--- src/design/gdp_counter_map.svh ---
// Constants for the gated delayed-pulse counter.
// Assumes inclusion by name from the design files.
// Behaviour
// Level-gated mode counts only while the counter is armed.
// Level-gated mode counts source edges only while the gate is active.
// First count end reloads the counter from the hold register.
// Level-gated second count end reloads from load register, then disarms.
// Edge-triggered mode waits for a gate edge before counting.
// Edge-triggered mode ignores gate edges while disarmed.
// Edge-triggered counting starts on first source edge after trigger.
// Edge-triggered mode disarms itself after the second count end.
// Host must arm first, then apply gate edge, to restart.
// After trigger, gate is ignored until second count end.
// Count end follows 0001 down, 9999 BCD up, FFFF binary up.
// Qualified source edge is active-going while gate is active.
// First count end ends delay, second ends pulse; output toggles.
`ifndef GDP_COUNTER_MAP_SVH
`define GDP_COUNTER_MAP_SVH
`define CNT_W          16
`define CNT_DOWN_END   16'h0001
`define CNT_BCD_END    16'h9999
`define CNT_BIN_END    16'hFFFF
`define MODE_LEVEL     1'b0
`define MODE_EDGE      1'b1
`endif

--- src/design/gdp_counter_pkg.sv ---
// Types for the gated delayed-pulse counter.
// Assumes the map header defines widths.
package gdp_counter_pkg;
   typedef enum logic [1:0] {
      ST_IDLE  = 2'b00,
      ST_WAIT  = 2'b01,
      ST_DELAY = 2'b10,
      ST_PULSE = 2'b11
   } run_state_t;
endpackage : gdp_counter_pkg

--- src/design/gated_delayed_pulse_counter.sv ---
// Delayed-pulse one-shot counter, level-gated and edge-triggered variants.
// Assumes source and gate come from pins; commands are one-cycle pulses
// from logic on clk.
`timescale 1ns/1ps
`include "gdp_counter_map.svh"
module gated_delayed_pulse_counter (
   input  wire logic               clk,
   input  wire logic               rst,
   input  wire logic               counter_mode_bits, // 0 level, 1 edge
   input  wire logic               count_up,
   input  wire logic               count_bcd,
   input  wire logic               source_pin,
   input  wire logic               gate_pin,
   input  wire logic               arm_cmd,
   input  wire logic               disarm_cmd,
   input  wire logic               load_cmd,
   input  wire logic [`CNT_W-1:0]  load_value,
   input  wire logic [`CNT_W-1:0]  hold_value,
   output logic [`CNT_W-1:0]       count_value,
   output logic                    armed,
   output logic                    pulse_out,
   output logic                    count_end_event
);
   import gdp_counter_pkg::*;

   // Binary or BCD step of a 16-bit value by one, up or down
   function automatic logic [`CNT_W-1:0] step(input logic [`CNT_W-1:0] v,
                                            input logic up,
                                            input logic bcd);
      logic [`CNT_W-1:0] r;
      logic              carry;
      r = v;
      carry = 1'b1;
      if (!bcd) begin
         r = up ? v + 16'h0001 : v - 16'h0001;
      end else begin
         for (int i = 0; i < 4; i++) begin
            if (carry) begin
               if (up) begin
                  carry = (v[i*4 +: 4] == 4'h9);
                  r[i*4 +: 4] = carry ? 4'h0 : v[i*4 +: 4] + 4'h1;
               end else begin
                  carry = (v[i*4 +: 4] == 4'h0);
                  r[i*4 +: 4] = carry ? 4'h9 : v[i*4 +: 4] - 4'h1;
               end
            end
         end
      end
      return r;
   endfunction : step

   // Count-end value for the selected direction and code
   function automatic logic [`CNT_W-1:0] end_of_range(input logic up,
                                                     input logic bcd);
      logic [`CNT_W-1:0] e;
      e = `CNT_DOWN_END;
      if (up && bcd) begin
         e = `CNT_BCD_END;
      end else if (up) begin
         e = `CNT_BIN_END;
      end
      return e;
   endfunction : end_of_range

   // Pin synchronisers
   // Only the second flop of each pair feeds logic; the first may be
   // metastable. Everything clears to the idle low level of the pins, so
   // a pin that idles low shows no false edge after reset.
   logic [1:0] src_sync_r;
   logic [1:0] gate_sync_r;
   logic       src_prev_r;
   logic       gate_prev_r;

   // Source pin synchroniser and edge history
   always_ff @(posedge clk or posedge rst) begin
      if (rst) begin
         src_sync_r <= 2'b00;
         src_prev_r <= 1'b0;
      end else begin
         src_sync_r <= {src_sync_r[0], source_pin};
         src_prev_r <= src_sync_r[1];
      end
   end

   // Gate pin synchroniser and edge history
   always_ff @(posedge clk or posedge rst) begin
      if (rst) begin
         gate_sync_r <= 2'b00;
         gate_prev_r <= 1'b0;
      end else begin
         gate_sync_r <= {gate_sync_r[0], gate_pin};
         gate_prev_r <= gate_sync_r[1];
      end
   end

   // Edge detection on synchronised signals
   wire src_rise  = src_sync_r[1] & ~src_prev_r;
   wire gate_lvl  = gate_sync_r[1];
   wire gate_rise = gate_sync_r[1] & ~gate_prev_r;

   run_state_t        state_r;
   run_state_t        state_nxt;
   logic [`CNT_W-1:0] count_r;
   logic [`CNT_W-1:0] count_nxt;
   logic              out_r;
   logic              out_nxt;
   logic              end_r;
   logic              end_nxt;

   // end-value select
   wire [`CNT_W-1:0] end_value = end_of_range(count_up, count_bcd);
   wire at_end = (count_r == end_value);
   wire counting = (state_r == ST_DELAY) || (state_r == ST_PULSE);
   // qualified edge in level mode
   wire lvl_edge = src_rise & gate_lvl;
   // edge selection per mode
   wire do_count = counting &
                   ((counter_mode_bits == `MODE_EDGE) ? src_rise : lvl_edge);

   // Sequencing of arm, trigger, delay and pulse phases
   // A count end replaces the step on the same counted edge, so the
   // counter never shows the wrapped value. Load is honoured only while
   // idle: loading a running counter would corrupt the delay or pulse.
   // Disarm is applied last to the phase only, so it wins over arm; a same-cycle count still updates counter and output.
   // Direction and code must not change while armed; the end value is
   // decoded from them on every cycle.
   always_comb begin
      state_nxt = state_r;
      count_nxt = count_r;
      out_nxt   = out_r;
      end_nxt   = 1'b0;
      if (load_cmd && state_r == ST_IDLE) begin
         count_nxt = load_value;
      end
      case (state_r)
         ST_IDLE: begin
            // only arm leaves idle
            if (arm_cmd) begin
               // level mode counts once armed
               state_nxt = (counter_mode_bits == `MODE_EDGE) ? ST_WAIT
                                                              : ST_DELAY;
            end
         end
         ST_WAIT: begin
            // trigger gate edge
            if (gate_rise) begin
               state_nxt = ST_DELAY;
            end
         end
         ST_DELAY: begin
            if (do_count) begin
               if (at_end) begin
                  // first count end
                  count_nxt = hold_value;
                  out_nxt   = ~out_r;
                  end_nxt   = 1'b1;
                  state_nxt = ST_PULSE;
               end else begin
                  count_nxt = step(count_r, count_up, count_bcd);
               end
            end
         end
         ST_PULSE: begin
            if (do_count) begin
               if (at_end) begin
                  // second count end
                  count_nxt = load_value;
                  out_nxt   = ~out_r;
                  end_nxt   = 1'b1;
                  state_nxt = ST_IDLE;
               end else begin
                  count_nxt = step(count_r, count_up, count_bcd);
               end
            end
         end
         default: state_nxt = ST_IDLE;
      endcase
      if (disarm_cmd) begin
         state_nxt = ST_IDLE;
      end
   end

   // Phase register
   always_ff @(posedge clk or posedge rst) begin
      if (rst) begin
         state_r <= ST_IDLE;
      end else begin
         state_r <= state_nxt;
      end
   end

   // Count register
   always_ff @(posedge clk or posedge rst) begin
      if (rst) begin
         count_r <= 16'h0000;
      end else begin
         count_r <= count_nxt;
      end
   end

   // Toggled output register, low after reset
   always_ff @(posedge clk or posedge rst) begin
      if (rst) begin
         out_r <= 1'b0;
      end else begin
         out_r <= out_nxt;
      end
   end

   // One-cycle count end pulse register
   always_ff @(posedge clk or posedge rst) begin
      if (rst) begin
         end_r <= 1'b0;
      end else begin
         end_r <= end_nxt;
      end
   end

   // Outputs straight from flip-flops, except armed, decoded from the phase register

   assign count_value     = count_r;
   assign armed           = (state_r != ST_IDLE);
   assign pulse_out       = out_r;
   assign count_end_event = end_r;
endmodule : gated_delayed_pulse_counter

--- config.mk ---
export PLATFORM = sky130hd
export DESIGN_NAME = gated_delayed_pulse_counter
export DESIGN_NICKNAME = d
export VERILOG_FILES = /design/src/design/gdp_counter_pkg.sv /design/src/design/gated_delayed_pulse_counter.sv
export VERILOG_INCLUDE_DIRS = /design/src /design/src/design
export SDC_FILE = /design/constraint.sdc
export NUM_CORES = 1
export LEC_CHECK = 0
export ABC_AREA = 1
export BUFFER_PORTS_ARGS = -buffer_cell sky130_fd_sc_hd__buf_2
export CORE_MARGIN = 8
export CORE_UTILIZATION = 50
export DETAILED_ROUTE_END_ITERATION = 12
export GPL_ROUTABILITY_DRIVEN = 0
export PLACE_DENSITY_LB_ADDON = 0.08
export SLEW_MARGIN = 10
export SYNTH_ARGS = -nofsm -noshare
export SYNTH_HDL_FRONTEND = slang
export SYNTH_SLANG_ARGS = --single-unit
--- constraint.sdc ---
create_clock -name clk -period 2.3 [get_ports clk]
set_input_delay 0.69 -clock clk [delete_from_list [all_inputs] [get_ports clk]]
set_output_delay 0.69 -clock clk [all_outputs]
set_load 0.03 [all_outputs]
==> After elaboration in Yosys (flattened, before gate mapping) <==
Cells that the tools add are included.
{ "totals": {"reg_bits": 26, "output_inout_bits": 19, "word_cells": 133} }
{ "classes": {"add_sub_neg": 10, "eq_ne": 20, "n_mux": 70, "n_bitwise": 7, "n_reduce_logical": 15} }
{ "op_table": {"columns": ["op", "n"], "rows": [
  ["16-bit two-way mux", 10],
  ["4-bit two-way mux", 18],
  ["1-bit two-way mux", 32],
  ["16-bit one-hot mux with 2 select lines", 1],
  ["5-bit by 4-bit != test with 1-bit output, second input constant", 6],
  ["3-bit != test, second input constant", 6],
  ["16-bit by 1-bit adder with 16-bit output, second input constant", 1],
  ["4-bit by 1-bit adder with 4-bit output, second input constant", 4],
  ["16-bit equality test", 1],
  ["4-bit equality test, second input constant", 4],
  ["4-bit zero test", 4],
  ["2-bit two-way mux", 8],
  ["16-bit by 1-bit subtractor with 16-bit output, second input constant", 1],
  ["4-bit by 1-bit subtractor with 4-bit output, second input constant", 4],
  ["2-bit one-hot mux with 4 select lines", 1],
  ["2-bit AND reduction", 3],
  ["6-bit AND reduction", 1],
  ["1-bit bitwise AND", 4],
  ["2-bit equality test, second input constant", 2],
  ["1-bit inverter", 3],
  ["3-bit AND reduction", 1],
  ["2-bit by 1-bit equality test with 1-bit output, second input constant", 1],
  ["1-bit logical AND", 2],
  ["2-bit zero test", 1],
  ["other kinds (3)", 3]
]} }

==> Depth between registers and ports, before layout <==
{ "logic_depth": {"depth_word": 22, "depth_mapped": 18, "depth_no_buf": 15} }

==> Worst setup path after synthesis <==
Ideal clock, no wire load.
{ "synth_timing": {"path_kind": "input -> register", "startpoint": "in count_up", "endpoint": "reg count_r[7] (netlist: count_value[7])", "setup_time_ns": 0.118, "t_arrival_ns": 2.622, "required_time_ns": 2.182, "slack_ns": -0.440, "path_stages": 15, "path_cell_list": "buf_6 inv_2 clkbuf_8 buf_2 ha_1 nand2_2 clkinv_2 nand3_2 nor3_2 nand3_2 buf_6 nand3_1 nand3_1 nor2_1 nor2_1"} }
{ "synth_via": {"elab_chain_len": 7, "word_cells_on_any_way": 24, "classes_between": "3 x eq/ne; 19 x mux; 2 x reduce/logical"} }
{ "synth_lines": {"columns": ["item", "line", "rtl"], "rows": [
  ["from (decl)", "gated_delayed_pulse_counter.sv:10", "input wire logic count_up,"],
  ["parallel branches: the longest is 7 deep, another holds 16-bit two-way mux", null, null],
  ["to (signal assigned)", "gated_delayed_pulse_counter.sv:197", "count_r <= count_nxt;"],
  ["to (decl)", "gated_delayed_pulse_counter.sv:103", "logic [`CNT_W-1:0] count_r;"]
]} }
Parallel ways; which one is timed is not known. The select of a mux whose other input is x is not followed.
A chain may end at the register's enable or synchronous reset.

==> Worst setup path after layout <==
{ "layout_timing": {"startpoint": "in count_up", "endpoint": "reg count_r[15] (netlist: count_value[15])"} }
{ "layout_via": {"elab_chain_len": 17, "word_cells_on_any_way": 46, "classes_between": "3 x eq/ne; 41 x mux; 2 x reduce/logical"} }
{ "layout_lines": {"columns": ["item", "line", "rtl"], "rows": [
  ["1-bit two-way mux", "gated_delayed_pulse_counter.sv:39", "if (up) begin"],
  ["1-bit two-way mux", "gated_delayed_pulse_counter.sv:34", "if (!bcd) begin"],
  ["1-bit two-way mux", "gated_delayed_pulse_counter.sv:165", "if (at_end) begin"],
  ["1-bit two-way mux", "gated_delayed_pulse_counter.sv:164", "if (do_count) begin"],
  ["1-bit two-way mux", "gated_delayed_pulse_counter.sv:135", "case (state_r)"],
  ["1-bit two-way mux", "gated_delayed_pulse_counter.sv:38", "if (carry) begin"],
  ["1-bit two-way mux", "gated_delayed_pulse_counter.sv:34", null],
  ["1-bit two-way mux, on equally long branches", "gated_delayed_pulse_counter.sv:165, gated_delayed_pulse_counter.sv:152", null],
  ["1-bit two-way mux, on equally long branches", "gated_delayed_pulse_counter.sv:164, gated_delayed_pulse_counter.sv:151", null],
  ["1-bit two-way mux", "gated_delayed_pulse_counter.sv:135", null],
  ["1-bit two-way mux", "gated_delayed_pulse_counter.sv:38", null],
  ["1-bit two-way mux", "gated_delayed_pulse_counter.sv:34", null],
  ["1-bit two-way mux, on equally long branches", "gated_delayed_pulse_counter.sv:165, gated_delayed_pulse_counter.sv:152", null],
  ["1-bit two-way mux, on equally long branches", "gated_delayed_pulse_counter.sv:164, gated_delayed_pulse_counter.sv:151", null],
  ["1-bit two-way mux", "gated_delayed_pulse_counter.sv:135", null],
  ["5-bit by 4-bit != test with 1-bit output (no source line)", null, null],
  ["2-bit AND reduction (no source line)", null, null]
]} }
Parallel ways exist; a longest one is shown, timed or not. The select of a mux whose other input is x is not followed.

==> results.sh <==
export IMPL_crit_chain="buf_4 > inv_8 > ha_4 > nand2_2 > inv_2 > nand3_2 > nor3_4 > nand3_4 > buf_6 > nand2_1 > inv_2 > nand3_1 > nand2_1 > nand2_1 > nand2_1"
export IMPL_grt_use_total=0.2340
export IMPL_n_antenna_cell=0
export IMPL_crit_type="in -> reg"
export IMPL_synth_distinct_cells=48
export IMPL_clkLatencyLatePin_ns=0.28
export IMPL_slowest_stage="ha_4"
export IMPL_cts_buffers=3
export IMPL_max_stage_delay_ns=0.27
export IMPL_drc=0
export IMPL_crit_path_end_kind="register"
export IMPL_grt_max_degree=27
export IMPL_seq_area_frac_synth=0.1792
export IMPL_postRouteAntennaNets=0
export IMPL_finish_utilization=0.6569
export IMPL_clkPwrFrac=0.071
export IMPL_final_layout_size_suffix_gt1_frac=0.2647
export IMPL_holdCritPathClass="reg -> reg"
export IMPL_cp_num_cells=15
export IMPL_cts_root_buffer="clkbuf_8"
export IMPL_period_share=0.9763
export IMPL_port_buffers=60
export IMPL_ir_worst_vdd_v=0.0006225
export IMPL_p_int_w=0.002571
export IMPL_vias=4290
export IMPL_worstSetupStartpoint="count_up"
export IMPL_syn_nets=663
export IMPL_cts_path_max_buffers=2
export IMPL_area_delta_synth_final_pct=29.12
export IMPL_power_switching_w=0.002995
export IMPL_p_comb_frac=0.764
export IMPL_grt_pass1_wl_um=19480
export IMPL_place_inst=793
export IMPL_rsz0062_at_grt="true"
export IMPL_start_util=0.5088
export IMPL_post_route_min_period_ns=2.246
export IMPL_grt_pass1_vias=4186
export IMPL_crit_required_ns=2.48
export IMPL_reg2reg_from="count_value[12]"
export IMPL_outcome="finished clean"
export IMPL_totalWireLength_um=11950
export IMPL_muxShareOfSynthArea=0
export IMPL_path_max_fanout=13
export IMPL_cp_num_buf_inv=5
export IMPL_synth_adder_area_share=0.1123
export IMPL_reg2reg_depth=13
export IMPL_final_setup_tns_ns=0
export IMPL_die_w_um=101.2
export IMPL_fin_cells=798
export IMPL_drt_pass1_iter_count=5
export IMPL_synth_top_family_by_area="simple AND/OR/NAND/NOR gates"
export IMPL_grt_overflow_total=0
export IMPL_swShare=0.5381
export IMPL_synthArstFlopShare=1.000
export IMPL_synth_cells=589
export IMPL_coreArea_mm2=0.007137
export IMPL_layout_nets=774
export IMPL_nFillCells=684
export IMPL_synth_compound_area_frac=0.1933
export IMPL_fin_skew_ns=0.01288
export IMPL_finalHoldViolCount=0
export IMPL_critPathArrivalTime_ns=2.43
export IMPL_power_w=0.005565
export IMPL_syn_area_per_cell_um2=6.165
export IMPL_p_leak_nw=2.541
export IMPL_rows=31
export IMPL_synth_simple_gate_area_frac=0.3587
export IMPL_netlist_area_mm2=0.003631
export IMPL_hold_slack_ns=0.3706
export IMPL_ys_seq_elements=26
export IMPL_ys_flop_type="dfrtp_1"
export IMPL_htree_levels=1
export IMPL_die_area_mm2=0.01024
export IMPL_io_pins=61
export IMPL_dp_hpwl_um=9521
export IMPL_drtIter0Drc=284
export IMPL_seq_power_share=0.165
export IMPL_slew_headroom=0.6907
export IMPL_synth_xor_area_share=0.04101
export IMPL_crit_family="simple AND/OR/NAND/NOR gates"
export IMPL_synth_warnings=0
export IMPL_die_h_um=101.2
export IMPL_cts_tree="done"
export IMPL_worstSetupStartpointType="input pin"
export IMPL_clock_sinks=26
export IMPL_max_cap_violations=0
export IMPL_hold_start="gate_sync_r[0]"
export IMPL_finalSetupViolations=0
export IMPL_routedWlPerCell_um=14.97
export IMPL_p_per_area_mw_per_mm2=1187
export IMPL_clkTransAtPathRegs_ns=0.11
export IMPL_tightest_slew_ns=0.4624
export IMPL_via_per_inst=5.376
export IMPL_antenna_found_initial=0
export IMPL_synth_edf_count=0
export IMPL_slew_viol_final=0
export IMPL_hold_depth=0
export IMPL_max_freq_mhz=445.3
export IMPL_cpMostUsedCell="nand2_1"
power by group through the flow:
stage	Sequential, W	Clock, W	Combinational (W)
global route	0.000937	0.000413	0.00474
floorplan	0.00112	0	0.00249
finish	0.000917	0.000395	0.00425
CTS	0.000898	0.000399	0.00411
global placement	0.000895	0	0.00397
detailed placement	0.000904	0	0.00406
worst reg2reg max path, cell delays in order, from the launching register on:
cell and delay [ns]:
dfrtp_1 0.46, ha_4 0.30, nand2_2 0.07, inv_2 0.08
nand3_2 0.08, nor3_4 0.25, nand3_4 0.19, buf_6 0.18
nand2_1 0.08, inv_2 0.06, nand3_1 0.12, nand2_1 0.06
nand2_1 0.06, nand2_1 0.05
worst paths after layout:
check,to,slack [ns]
worst min-delay path,gate_sync_r[1],0.37
worst min register to register,gate_sync_r[1],0.37
max in group asynchronous,count_value[5],1.56
worst max-delay path,count_value[15],0.05
worst max register to register,count_value[15],0.17
min in group asynchronous,pulse_out,0.45
registers in the layout (all words and copies together), names as in the netlist:
register and flops:
src_sync_r 2, gate_sync_r 2, count_value 16, state_r 2, pulse_out 1, gate_prev_r 1
src_prev_r 1, count_end_event 1
area by class of cell:
| class | instances | area [um^2] | area share |
|---|---|---|---|
| Clock buffer | 3 | 41.29 | 0.008807 |
| Clock inverter | 1 | 30.03 | 0.006405 |
| Inverter | 77 | 297.8 | 0.06352 |
| Multi-Input combinational cell | 467 | 2743 | 0.5850 |
| Sequential cell | 26 | 650.6 | 0.1388 |
| Tap cell | 99 | 123.9 | 0.02642 |
| Timing Repair Buffer | 125 | 802.0 | 0.1711 |
Yosys cell counts (2+ instances only):
master	instances	area [um^2]
a21oi_1	35	175.2
a22o_1	8	70.07
a2bb2oi_1	2	17.52
a31oi_1	2	12.51
buf_2	5	25.02
buf_6	3	33.78
clkbuf_1	6	22.52
clkbuf_8	2	27.53
dfrtp_1	26	650.6
ha_1	31	387.9
inv_1	71	266.5
inv_2	5	18.77
nand2_1	197	739.5
nand2_2	5	31.28
nand3_1	42	210.2
nand3_2	2	20.02
nand4_1	5	31.28
nor2_1	35	131.4
nor2_4	2	22.52
nor3_1	3	15.01
o211ai_1	9	67.56
o21a_1	3	22.52
o21ai_0	45	225.2
o21ai_1	2	10.01
o21bai_1	2	15.01
or2_2	4	25.02
xor2_1	16	140.1
metal layers:
layer  vias up  wire length, um  global-route usage
met1      1949             5290              0.3022
met5         -                0                   0
met2       189             5642              0.3902
met3        21              778             0.02887
li1       2131                -                   -
met4         0              235             0.08362
per-stage QoR:
stage / instance area, um^2 / setup slack, ns
6_report: 4688 / 0.05447
5_1_grt: 4688 / -0.03741
4_1_cts: 4597 / 0.03218
3_5_place_dp: 4487 / -0.5023
3_3_place_gp: 4487 / -0.4804
2_1_floorplan: 3734 / -0.2205
what timing repair did:
action | CTS | global route
pin swaps | 1 | 4
hold buffers | 0 | 0
resized for setup | 6 | 22
setup buffers | 1 | 0
endpoints found under the setup margin | 18 | 17
cells in the final DEF, fill, tap and decap left out, drive strengths merged:
cell type,instances
nand4,6
clkinv,1
a21oi,35
a31oi,2
and3,1
nor2,38
xnor2,1
clkbuf,3
nand2,202
buf,125
a32oi,1
nand3b,1
nor3,5
o31ai,1
o21ai,49
o2111ai,1
ha,31
o21bai,2
fa,1
o211ai,10
or2,4
xor2,16
bufinv,1
a21boi,2
nand3,45
a2bb2oi,2
dfrtp,26
a22o,8
inv,76
o21a,3
cell families after synthesis:
logic type | after synthesis
simple gates | 302
compound gates | 116
buf+inv | 96
fa+ha+maj | 32
flops | 26
xor+xnor | 17
Note: power is estimated with default switching activity, not from simulation.
